## config.mk

```make
export PLATFORM = sky130hd
export DESIGN_NAME = fper_seq
export DESIGN_NICKNAME = d
export VERILOG_FILES = /design/src/verilog/fper_pkg.sv /design/src/verilog/fper_row_if.sv /design/src/verilog/fper_seq.sv /design/src/verilog/fper_row_mem.sv
export SDC_FILE = /design/constraint.sdc
export NUM_CORES = 1
export LEC_CHECK = 0
export ABC_CLOCK_PERIOD_IN_PS = 3700
export CORE_AREA = 4 4 101 79
export CTS_CLUSTER_SIZE = 14
export DETAILED_ROUTE_END_ITERATION = 10
export DIE_AREA = 0 0 105 83
export DONT_BUFFER_PORTS = 1
export PLACE_DENSITY = 0.69
export SETUP_SLACK_MARGIN = 0.4
export SYNTH_ARGS = -nofsm -noshare
export SYNTH_HDL_FRONTEND = slang
export SYNTH_SLANG_ARGS = --single-unit
```

## constraint.sdc

```tcl
create_clock -name clk -period 3.7 [get_ports clk]
set_input_delay 0.555 -clock clk [delete_from_list [all_inputs] [get_ports clk]]
set_output_delay 0.555 -clock clk [all_outputs]
set_load 0.05 [all_outputs]
```

## src/verilog/fper_pkg.sv

```systemverilog
// Package of constants and types for the flash program/erase sequencer
package fper_pkg;
   // Register indices on the plain register port (one word each)
   localparam logic [3:0] REG_CTRL = 4'h0;
   localparam logic [3:0] REG_PROT = 4'h1;
   localparam logic [3:0] REG_STAT = 4'h2;
   // Control register field positions
   localparam int CTRL_HV = 3;
   localparam int CTRL_WHOLE = 2;
   localparam int CTRL_WIPE = 1;
   localparam int CTRL_WRITE = 0;
   // Reset values
   localparam logic [7:0] PROT_RESET = 8'hFF;
   localparam logic [7:0] CTRL_RESET = 8'h00;
   localparam logic [7:0] ERASED_BYTE = 8'hFF;
   // Row and page geometry
   localparam int ROW_BYTES = 64;
   localparam int ROW_SHIFT = 6;
   localparam int PAGE_SHIFT = 7;
   localparam int PROT_LSB = 7;
   localparam logic [15:0] ARRAY_END = 16'h7FFF;
   // Array address range
   localparam logic [15:0] ARRAY_LO = 16'h0462;
   // Row latch index width
   localparam int ROW_AW = 6;
   // Sequencer states
   typedef enum logic [2:0] {
      ST_IDLE, ST_ARMED, ST_LATCHED, ST_HIGHV, ST_STANDBY
   } fper_state_t;
endpackage : fper_pkg

```

## src/verilog/fper_row_if.sv

```systemverilog
// Interface between the sequencer and its row latch memory
`timescale 1ns/1ps
interface fper_row_if;
   logic wrEn;
   logic [5:0] wrIdx;
   logic [7:0] wrData;
   logic clearAll;
   logic [5:0] rdIdx;
   logic [7:0] rdData;
   modport seq (output wrEn, wrIdx, wrData, clearAll, rdIdx, input rdData);
   modport mem (input wrEn, wrIdx, wrData, clearAll, rdIdx, output rdData);
endinterface : fper_row_if

```

## src/verilog/fper_seq.sv

```systemverilog
// Program and erase sequencer for the second flash array
`timescale 1ns/1ps
module fper_seq
   import fper_pkg::*;
(
   input wire logic clk,
   input wire logic rstn,
   input wire logic [3:0] regAddr,
   input wire logic [7:0] regWdata,
   input wire logic regWr,
   input wire logic regRd,
   output logic [7:0] regRdata,
   input wire logic arrWr,
   input wire logic [15:0] arrAddr,
   input wire logic [7:0] arrWdata,
   input wire logic waitMode,
   input wire logic stopMode,
   output logic aHighVolt,
   output logic aWrite,
   output logic aWipe,
   output logic aWhole,
   output logic [15:0] aAddr,
   output logic [7:0] aData,
   output logic aStrobe,
   output logic rowFail
);
   // Control bits
   logic writeSel_q;
   logic wipeSel_q;
   logic wholeSel_q;
   logic hvOn_q;
   // Protect register value
   logic [7:0] prot_q;
   // Sequencer state
   fper_state_t state_q;
   fper_state_t state_d;
   // Latched row or page address
   logic [15:0] latAddr_q;
   // Protect register read seen since select set
   logic protRead_q;
   // Row failure flag
   logic rowFail_q;
   // Read data register
   logic [7:0] rdata_q;
   // Array output registers
   logic [15:0] aAddr_q;
   logic [7:0] aData_q;
   logic aStrobe_q;
   // Derived decodes
   logic ctrlWr;
   logic protRd;
   logic inArray;
   logic lowPower;
   logic selActive;
   logic [15:0] protStart;
   logic latProt;
   logic sameRow;
   logic hvReq;
   fper_row_if rowBus ();

   // Register port decode
   assign ctrlWr = regWr && regAddr == REG_CTRL;
   assign protRd = regRd && regAddr == REG_PROT;
   assign inArray = arrAddr >= ARRAY_LO && arrAddr <= ARRAY_END;
   assign lowPower = waitMode || stopMode;
   assign selActive = writeSel_q || wipeSel_q;
   // Protection start from protect bits
   assign protStart = {1'b0, prot_q, 7'h00};
   assign latProt = prot_q != PROT_RESET && latAddr_q >= protStart;
   assign sameRow = arrAddr[15:ROW_SHIFT] == latAddr_q[15:ROW_SHIFT];
   assign hvReq = ctrlWr && regWdata[CTRL_HV] && !hvOn_q;

   // Next state of the sequencer
   always_comb
   begin
      state_d = state_q;
      case (state_q)
         ST_IDLE:
         begin
            if (selActive && !lowPower)
               state_d = ST_ARMED;
         end
         ST_ARMED:
         begin
            // Latch address on first array write after protect read
            if (!selActive)
               state_d = ST_IDLE;
            else if (lowPower)
               state_d = ST_STANDBY;
            else if (arrWr && inArray && protRead_q)
               state_d = ST_LATCHED;
         end
         ST_LATCHED:
         begin
            if (!selActive)
               state_d = ST_IDLE;
            else if (lowPower)
               state_d = ST_STANDBY;
            else if (hvReq && !latProt)
               state_d = ST_HIGHV;
         end
         ST_HIGHV:
         begin
            if (lowPower)
               state_d = ST_STANDBY;
            else if (!hvOn_q && !selActive)
               state_d = ST_IDLE;
         end
         ST_STANDBY:
         begin
            // Stay suspended until software drops the selects and the high voltage bit
            if (!selActive && !hvOn_q)
               state_d = ST_IDLE;
         end
         default:
            state_d = ST_IDLE;
      endcase
   end

   // State register
   always_ff @(posedge clk or negedge rstn)
   begin
      if (!rstn)
         state_q <= ST_IDLE;
      else
         state_q <= state_d;
   end

   // Control bits with interlock and high voltage gating
   always_ff @(posedge clk or negedge rstn)
   begin
      if (!rstn)
      begin
         writeSel_q <= 1'b0;
         wipeSel_q <= 1'b0;
         wholeSel_q <= 1'b0;
         hvOn_q <= 1'b0;
      end
      else if (ctrlWr)
      begin
         // Select refused if other select already set
         writeSel_q <= regWdata[CTRL_WRITE] && !wipeSel_q
            && !(regWdata[CTRL_WIPE] && !writeSel_q);
         wipeSel_q <= regWdata[CTRL_WIPE] && !writeSel_q;
         wholeSel_q <= regWdata[CTRL_WHOLE];
         if (!regWdata[CTRL_HV])
            hvOn_q <= 1'b0;
         else if (state_q == ST_LATCHED && !latProt && !lowPower)
            hvOn_q <= 1'b1;
      end
   end

   // Protect register read tracking
   always_ff @(posedge clk or negedge rstn)
   begin
      if (!rstn)
         protRead_q <= 1'b0;
      else if (!selActive)
         protRead_q <= 1'b0;
      else if (protRd)
         protRead_q <= 1'b1;
   end

   // Protect register, written by the other array's programming path
   always_ff @(posedge clk or negedge rstn)
   begin
      if (!rstn)
         prot_q <= PROT_RESET;
      else if (regWr && regAddr == REG_PROT && state_q == ST_IDLE)
         prot_q <= regWdata;
   end

   // Row or page address latch
   always_ff @(posedge clk or negedge rstn)
   begin
      if (!rstn)
         latAddr_q <= 16'h0000;
      else if (state_q == ST_ARMED && state_d == ST_LATCHED)
         latAddr_q <= arrAddr;
   end

   // Row failure: byte write outside the latched row
   always_ff @(posedge clk or negedge rstn)
   begin
      if (!rstn)
         rowFail_q <= 1'b0;
      else if (state_q == ST_HIGHV && writeSel_q && arrWr && !sameRow)
         rowFail_q <= 1'b1;
      else if (state_q == ST_ARMED && state_d == ST_LATCHED)
         rowFail_q <= 1'b0;
   end

   // Row latch write port
   assign rowBus.wrEn = state_q == ST_HIGHV && writeSel_q && arrWr
      && sameRow && !rowFail_q && !lowPower;
   assign rowBus.wrIdx = arrAddr[ROW_AW-1:0];
   assign rowBus.wrData = arrWdata;
   assign rowBus.clearAll = state_q == ST_IDLE;
   // Read back the byte last strobed toward the array
   assign rowBus.rdIdx = aAddr_q[ROW_AW-1:0];

   fper_row_mem u_rowMem (
      .clk(clk),
      .rstn(rstn),
      .rowBus(rowBus)
   );

   // Byte program strobe toward the array
   always_ff @(posedge clk or negedge rstn)
   begin
      if (!rstn)
      begin
         aAddr_q <= 16'h0000;
         aData_q <= 8'h00;
         aStrobe_q <= 1'b0;
      end
      else
      begin
         aStrobe_q <= rowBus.wrEn;
         if (rowBus.wrEn)
         begin
            aAddr_q <= arrAddr;
            aData_q <= arrWdata;
         end
      end
   end

   // Register read data, one cycle after the read strobe
   always_ff @(posedge clk or negedge rstn)
   begin
      if (!rstn)
         rdata_q <= 8'h00;
      else if (regRd)
      begin
         case (regAddr)
            REG_CTRL: rdata_q <= {4'h0, hvOn_q, wholeSel_q, wipeSel_q,
               writeSel_q};
            REG_PROT: rdata_q <= prot_q;
            REG_STAT: rdata_q <= {4'h0, rowFail_q, latProt,
               protRead_q, state_q == ST_STANDBY};
            default: rdata_q <= 8'h00;
         endcase
      end
      else
         rdata_q <= 8'h00;
   end
   assign regRdata = rdata_q;

   // Array controls, all inactive in standby; high voltage only in ST_HIGHV
   assign aHighVolt = hvOn_q && state_q == ST_HIGHV;
   assign aWrite = writeSel_q && state_q != ST_STANDBY;
   assign aWipe = wipeSel_q && state_q != ST_STANDBY;
   assign aWhole = wholeSel_q && state_q != ST_STANDBY;
   assign aAddr = aAddr_q;
   assign aData = aData_q;
   assign aStrobe = aStrobe_q;
   assign rowFail = rowFail_q;

   a_select_lock: assert property (@(posedge clk)
      disable iff (!rstn) !(writeSel_q && wipeSel_q))
      else $error("selects both set");
   a_hv_gate: assert property (@(posedge clk)
      disable iff (!rstn) $rose(hvOn_q) |->
      $past(state_q) == ST_LATCHED && $past(protRead_q))
      else $error("high voltage without sequence");
   a_hv_protect: assert property (@(posedge clk)
      disable iff (!rstn) $rose(hvOn_q) |-> !$past(latProt))
      else $error("high voltage in protected range");
   a_standby_off: assert property (@(posedge clk)
      disable iff (!rstn) state_q == ST_STANDBY |->
      !aHighVolt && !aWrite && !aWipe && !aWhole)
      else $error("controls active in standby");
   a_lowpow_susp: assert property (@(posedge clk)
      disable iff (!rstn) state_q == ST_HIGHV && lowPower |=>
      state_q == ST_STANDBY) else $error("low power did not suspend");
   a_row_fail: assert property (@(posedge clk)
      disable iff (!rstn)
      state_q == ST_HIGHV && writeSel_q && arrWr && !sameRow |=> rowFail_q)
      else $error("cross row write not flagged");
   a_idle_lowpow: assert property (@(posedge clk)
      disable iff (!rstn) state_q == ST_IDLE && lowPower |=>
      state_q != ST_STANDBY) else $error("idle array suspended");
   a_prot_start: assert property (@(posedge clk)
      disable iff (!rstn) protStart[15] == 1'b0 && protStart[6:0] == 7'h00)
      else $error("protect start misaligned");
   a_strobe_lat: assert property (@(posedge clk)
      disable iff (!rstn) rowBus.wrEn |=> aStrobe
      && aAddr[15:ROW_SHIFT] == latAddr_q[15:ROW_SHIFT])
      else $error("strobe off row");
   a_row_back: assert property (@(posedge clk)
      disable iff (!rstn) aStrobe |=> rowBus.rdData == $past(aData))
      else $error("row latch readback wrong");
endmodule : fper_seq

```

## src/verilog/fper_row_mem.sv

```systemverilog
// Row data latch memory, 64 bytes, registered read data
`timescale 1ns/1ps
module fper_row_mem
   import fper_pkg::*;
(
   input wire logic clk,
   input wire logic rstn,
   fper_row_if.mem rowBus
);
   // Latched bytes, erased value when unwritten
   logic [7:0] mem_q [ROW_BYTES];
   // Registered read port
   logic [7:0] rdData_q;

   // Per-entry latch update
   genvar gi;
   generate
      for (gi = 0; gi < ROW_BYTES; gi++) begin : g_ent
         always_ff @(posedge clk or negedge rstn)
         begin
            if (!rstn)
               mem_q[gi] <= ERASED_BYTE;
            else if (rowBus.clearAll)
               mem_q[gi] <= ERASED_BYTE;
            else if (rowBus.wrEn && rowBus.wrIdx == 6'(gi))
               mem_q[gi] <= rowBus.wrData;
         end
      end
   endgenerate

   // Read data register
   always_ff @(posedge clk or negedge rstn)
   begin
      if (!rstn)
         rdData_q <= ERASED_BYTE;
      else
         rdData_q <= mem_q[rowBus.rdIdx];
   end
   assign rowBus.rdData = rdData_q;
endmodule : fper_row_mem

```

# ---- Word level (Yosys, flattened, before mapping)
# Cells that the tools add are included.
dict set report totals {
  ff_bits 66
  output_inout_bits 38
  elab_cells 90
}
dict set report op_classes {
  n_eq_ne 12
  n_lt_le_gt_ge 3
  n_reduce_logical 44
  muxes 18
}
# cell n
set op_table {}
lappend op_table {{$logic_and 1x1->1} 29}
lappend op_table {{$mux 3} 9}
lappend op_table {{$pmux 8 s3} 1}
lappend op_table {{$ge 16x11->1 const B} 1}
lappend op_table {{$ge 16x15->1} 1}
lappend op_table {{$le 16x15->1 const B} 1}
lappend op_table {{$pmux 3 s5} 1}
lappend op_table {{$eq 10x10->1} 1}
lappend op_table {{$eq 3x2->1 const B} 3}
lappend op_table {{$logic_not 1->1} 9}
lappend op_table {{$mux 8} 1}
lappend op_table {{$ne 8x8->1 const B} 1}
lappend op_table {{$mux 1} 6}
lappend op_table {{$eq 4x1->1 const B} 1}
lappend op_table {{$eq 4x2->1 const B} 1}
lappend op_table {{$logic_not 4->1} 1}
lappend op_table {{$eq 3x1->1 const B} 1}
lappend op_table {{$eq 3x3->1 const B} 1}
lappend op_table {{$logic_not 3->1} 1}
lappend op_table {{$ne 3x3->1 const B} 1}
lappend op_table {{$logic_or 1x1->1} 2}
lappend op_table {{$ne 2x1->1 const B} 1}
lappend op_table {{$ne 2x2->1 const B} 1}
lappend op_table {{$reduce_and 2->1} 1}
lappend op_table {{$reduce_bool 2->1} 1}

# ---- Logic depth before layout (Yosys ltp)
dict set report logic_depth {
  word_depth 13
  ltp_mapped 7
  depth_no_buf 7
}

# ---- Worst setup path after synthesis
# Ideal clock, no wire load.
dict set report synth_path {
  path_type {input-to-reg}
  startpoint {in arrAddr[14]}
  endpoint {reg latAddr_q[10]}
  arrival_ns 2.245
  required_ns 3.575
  n_path_buf 1
  path_stages 6
  path_slack_ns 1.330
  setup_ns 0.125
  cell_sequence {or4_1 or4_1 a31oi_2 nor3_2 buf_6 mux2_4}
}
dict set report synth_between {
  elab_chain_len 10
}
# element line_no
set synth_rtl {}
lappend synth_rtl {{start, declared} fper_seq.sv:14} ;# input wire logic [15:0] arrAddr,
lappend synth_rtl {{$ge 16x11->1 / $le 16x15->1 (equally long branches)} fper_seq.sv:64} ;# assign inArray = arrAddr >= ARRAY_LO && arrAddr <= ARRAY_END;
lappend synth_rtl {{$logic_and 1x1->1 (*)} fper_seq.sv:64}
lappend synth_rtl {{$logic_and 1x1->1 (*) (2 in a row)} fper_seq.sv:90} ;# else if (arrWr && inArray && protRead_q)
lappend synth_rtl {{$mux 3 (*)} fper_seq.sv:90}
lappend synth_rtl {{$mux 3 (*)} fper_seq.sv:88} ;# else if (lowPower)
lappend synth_rtl {{$mux 3 (*)} fper_seq.sv:86} ;# if (!selActive)
lappend synth_rtl {{$pmux 3 s5 (*)} fper_seq.sv:77} ;# case (state_q)
lappend synth_rtl {{$eq 3x2->1 (*)} fper_seq.sv:178} ;# else if (state_q == ST_ARMED && state_d == ST_LATCHED)
lappend synth_rtl {{$logic_and 1x1->1 (*)} fper_seq.sv:178}
lappend synth_rtl {{end signal, assigned} fper_seq.sv:179} ;# latAddr_q <= arrAddr;
lappend synth_rtl {{end, declared} fper_seq.sv:38} ;# logic [15:0] latAddr_q;
# Mark *: on every way between the ends. The rest lies on a longest branch, timed or not.
# A chain may end at the register's enable or synchronous reset.

# ---- Final worst setup path
dict set report layout_path {
  startpoint {reg state_q[2]}
  endpoint {reg latAddr_q[1]}
}
dict set report layout_between {
  elab_chain_len 6
}
# element line_no
set layout_rtl {}
lappend layout_rtl {{start, declared} fper_seq.sv:35} ;# fper_state_t state_q;
lappend layout_rtl {{start signal, assigned} fper_seq.sv:126} ;# state_q <= state_d;
lappend layout_rtl {{$mux 3, on equally long branches} {fper_seq.sv:99, fper_seq.sv:90}}
lappend layout_rtl {{$mux 3, on equally long branches} {fper_seq.sv:97, fper_seq.sv:88}}
lappend layout_rtl {{$mux 3, on equally long branches} {fper_seq.sv:95, fper_seq.sv:86}}
lappend layout_rtl {{$pmux 3 s5} fper_seq.sv:77}
lappend layout_rtl {{$eq 3x2->1} fper_seq.sv:178}
lappend layout_rtl {{$logic_and 1x1->1 (*)} fper_seq.sv:178}
# Marked as above.

==> results.md <==
Run status:
- The flow ran to the end, and the final reports show no timing, DRC or antenna violations.

Yosys:
- For this run, the leading register cell type out of synthesis is sky130_fd_sc_hd__dfrtp_1.
- Counting instances in the post-synthesis netlist gives the leading cell types as sky130_fd_sc_hd__dfrtp_1, sky130_fd_sc_hd__mux2_2, sky130_fd_sc_hd__nor2_1.
- The share of cell area taken by muxes after synthesis is 19.6%.
- The mean post-synth cell area is 12.4 sq um.
- The share of the synthesized netlist area taken by xor and xnor gates is 2.83%.
- In this run, synthesis inferred 0 flip-flops with an integrated enable.
- The cell type with the highest aggregate area in the netlist is sky130_fd_sc_hd__dfrtp_1.
- Synthesis inferred 66 register bits.
- After synthesis, the largest family of logic cells by area is multiplexers.
- Synthesis instantiated 40 different standard cells from the library.
- The synthesized area is 3090 sq um.
- Of the synthesized area, sequential elements account for 53.7%.
- Yosys attributes the largest share of cell area to sky130_fd_sc_hd__dfrtp_1, sky130_fd_sc_hd__mux2_2, sky130_fd_sc_hd__dfstp_2.
- The most frequently used cell type in the post-synthesis netlist is sky130_fd_sc_hd__dfrtp_1.
- When the netlist entered floorplanning its net count stood at 300.
- The synthesized-area fraction occupied by and/or/nand/nor cells is 12.6%.
- Of all flip-flops after synthesis, the portion carrying an async set or reset was 100%.
- The synthesized-area fraction occupied by adder cells is 3.23%.
- In this run the biggest area consumer among cell types represents 46.9% of the synthesized area.
- Synthesis handed over a netlist of 249 instances.
- The warning count from the yosys run is 0.
- The fraction of the mapped netlist area in compound gates is 5.54%.

Floorplan:
- The die is 105 um wide.
- For this design the top-level I/O count stands at 81.
- The starting utilization of the core area is 43.6%.
- Measured along the y axis, the die boundary spans 83 um.
- The die covers 8720 sq um.
- The placement row count is 27.
- The core box area is 7090 sq um.

CTS:
- The number of gates resized after CTS is 0.
- Clock-pin slew was measured on the worst setup and hold paths at 0.07 ns.
- The CTS tree is built.
- The number of levels the H-tree was split into is 3.
- The root buffer cell chosen for the clock tree is sky130_fd_sc_hd__clkbuf_8.
- The tree built by TritonCTS fans out to 66 sinks.
- In this run, CTS created clock tree buffers numbering 9.
- The largest buffer count on any clock path is 2.
- The clock network latency to the later pin of the worst-skew pair is 0.34 ns.
- Buffers inserted to repair hold after CTS numbered 1.
- After clock tree synthesis, the setup repair step added 0 buffers.

Placed design:
- The post-DP HPWL is 4780 um.
- The number of buffers added on ports is 0.
- The worst-case setup slack after placement is 1.12 ns.
- The routability-driven placement congestion ratio is 0.822.

STA:
- Setup repair after global routing left no endpoint under its margin.
- The worst-case headroom to the max-slew limit is 37.6%.
- The number of pins exceeding their max-slew limit in the final report is 0.
- The setup TNS after final layout is 0 ns.
- For the finished layout, the period the worst path requires is 2.29 ns.
- The final worst setup slack is 1.41 ns.
- The number of hold violations in the final report is 0.
- After layout, the worst path uses 61.9% of the clock period.
- On the final layout, the worst clock skew is 0.00819 ns.
- The final setup violation count is 0.
- On the final layout, the worst hold slack is 0.0566 ns.
- The pin slew with the least headroom to its limit is 0.934 ns.
- Static timing analysis puts the maximum clock frequency at 0.437 GHz.

Power:
- Dividing total power by cell area gives a power density of 471 nW/um^2.
- The leakage power of the design is 1.59 nW.
- The worst IR drop on VDD is 0.000206 V.

Layout:
- After filler insertion, the fill cell instance count of the layout stands at 623.
- The number of nets in the layout is 308.
- Of the cells placed in the final design, the portion with a size suffix greater than 1 is 30.5%.
- Compared with the post-synthesis result, the final layout area differs by 10.8%.
- The repair_antennas step left the layout with diodes totalling 0.

Worst setup path:
- The critical path launch point is state_q[2].
- The worst register-to-register path has a depth of 5.
- The startpoint-to-endpoint class of the critical path is reg2reg.
- In this run the critical register-to-register path is captured at latAddr_q[1].
- STA classifies the critical path startpoint as a register.
- The startpoint of the lowest-slack register-to-register path is state_q[2].
- The worst setup path is captured at a register.
- Data on the critical path is required at its endpoint by 3.92 ns.
- The critical path ends at latAddr_q[1].
- In this run the register-to-register setup slack is 1.41 ns.
- Along the worst path, the maximum fanout reaches 11.
- The data arrival time at the worst-slack endpoint is 2.51 ns.

GRT:
- The number of antenna violations at the first check in global routing is 0.
- The first-pass GRT wire length is 10600 um.
- In the global route stage, overall resource usage came out at 15.5%.
- The via count of the first global-routing pass is 2118.
- The residual overflow from global routing is 0.
- Entering global routing, the biggest net connects 59 pins.

Routing:
- After detailed routing, the number of remaining DRC violations is 0.
- The per-cell via count in the routed design is 5.53.
- For this block, the initial DRC count from the detailed router was 133.
- The routed layout has 1930 vias.
- The total wire length is 6400 um.
- The first detailed-routing pass took 4 iterations.
- After detailed routing, the average wire length per cell comes to 18.3 um.
- Once detail routing completed, the nets flagged for antenna violations numbered 0.

Job:
- The max-capacitance violation count is 0.

Hold path:
- The class of the tightest hold or removal check is in2async.
==> where the power goes <==
| part | internal, mW | switching, mW |
|---|---|---|
| logic | 0.0736 | 0.111 |
| clock network | 0.347 | 0.264 |
| registers | 0.772 | 0.0469 |
==> area by class of cell <==
cell class                 count  area (sq um)  area share, %
clock buffer                  12           155           4.52
clock inverter                 4          50.0           1.46
inverter                      12          45.0           1.31
multi-input combinational    165          1370           39.8
sequential                    66          1660           48.4
tap                           87           109           3.17
timing repair buffer           3          42.5           1.24
==> registers in the layout, indices dropped and copies added, names as in the netlist, 3 cells and up <==
register / count
latAddr_q: 16
prot_q: 8
aData: 8
aAddr: 16
regRdata: 8
state_q: 3
==> how the worst min path moves through the flow <==
stage	cells past startpoint	slack (ns)	endpoint
2_1_floorplan	0	0.26	aAddr[0]
6_report	0	0.06	prot_q[6]
3_3_place_gp	0	0.26	regRdata[4]
5_1_grt	0	0.03	prot_q[4]
3_5_place_dp	0	0.26	regRdata[4]
4_1_cts	0	0.04	prot_q[6]
==> cell usage in the layout (no fill, tap or decap), types with 2 or more instances in the layout <==
| cell | n |
|---|---|
| sky130_fd_sc_hd__mux2_2 | 41 |
| sky130_fd_sc_hd__and2_1 | 4 |
| sky130_fd_sc_hd__ha_1 | 8 |
| sky130_fd_sc_hd__o22ai_1 | 2 |
| sky130_fd_sc_hd__xor2_1 | 4 |
| sky130_fd_sc_hd__o21ai_0 | 5 |
| sky130_fd_sc_hd__nand4_1 | 5 |
| sky130_fd_sc_hd__dfrtp_1 | 58 |
| sky130_fd_sc_hd__o21a_1 | 2 |
| sky130_fd_sc_hd__nor3b_1 | 2 |
| sky130_fd_sc_hd__nor3_2 | 2 |
| sky130_fd_sc_hd__nand2_1 | 5 |
| sky130_fd_sc_hd__nand3b_1 | 2 |
| sky130_fd_sc_hd__a21oi_1 | 10 |
| sky130_fd_sc_hd__nor3_1 | 4 |
| sky130_fd_sc_hd__mux2_4 | 7 |
| sky130_fd_sc_hd__nand3_1 | 5 |
| sky130_fd_sc_hd__dfstp_2 | 8 |
| sky130_fd_sc_hd__buf_4 | 2 |
| sky130_fd_sc_hd__nand4b_1 | 2 |
| sky130_fd_sc_hd__or2_2 | 2 |
| sky130_fd_sc_hd__inv_1 | 12 |
| sky130_fd_sc_hd__nor4b_1 | 2 |
| sky130_fd_sc_hd__nor4_1 | 3 |
| sky130_fd_sc_hd__or4_1 | 3 |
| sky130_fd_sc_hd__mux2i_1 | 4 |
| sky130_fd_sc_hd__clkbuf_8 | 11 |
| sky130_fd_sc_hd__nand2b_1 | 2 |
| sky130_fd_sc_hd__nor2b_1 | 7 |
| sky130_fd_sc_hd__a211oi_1 | 3 |
| sky130_fd_sc_hd__nor2_1 | 15 |
| sky130_fd_sc_hd__xnor2_1 | 6 |
| sky130_fd_sc_hd__clkinvlp_4 | 2 |
==> cells by family (layout without fill, tap and decap cells) <==
kind of cell / after synthesis / in the layout
buffers and inverters: 18 / 31
adder cells (fa/ha/maj): 8 / 8
AND/OR/NAND/NOR: 68 / 68
AO/OA/AOI/OAI: 27 / 27
multiplexers: 52 / 52
XOR/XNOR: 10 / 10
flip-flops: 66 / 66
==> through the flow <==
| step | utilization, % | total power, mW | instance area (sq um) | std cells |
|---|---|---|---|---|
| 2_1_floorplan | - | 0.967 | 3090 | 249 |
| 3_3_place_gp | 45.1 | 0.997 | 3200 | 332 |
| 3_5_place_dp | 45.1 | 1.00 | 3200 | 332 |
| 4_1_cts | 48.3 | 1.64 | 3430 | 349 |
| 5_1_grt | 48.3 | 1.70 | 3430 | 349 |
| 6_report | 48.3 | 1.61 | 3430 | 349 |
==> routing by layer <==
metal / global-route usage [%] / up-vias / wire [um] / part of all wire, %
li1: - / 901 / - / -
met1: 19.6 / 946 / 2820 / 44
met2: 23.8 / 74 / 2990 / 47
met3: 7.38 / 9 / 516 / 8.1
met4: 4.17 / 0 / 73 / 1.1
met5: 0 / - / 0 / 0
==> worst max-delay path: stages (launching register included) <==
cell	delay, ns
sky130_fd_sc_hd__dfrtp_1	0.41
sky130_fd_sc_hd__nor3_1	0.34
sky130_fd_sc_hd__nand2_1	0.16
sky130_fd_sc_hd__nor3_2	0.58
sky130_fd_sc_hd__buf_4	0.33
sky130_fd_sc_hd__mux2_2	0.35
(Power assumes the default switching activity.)
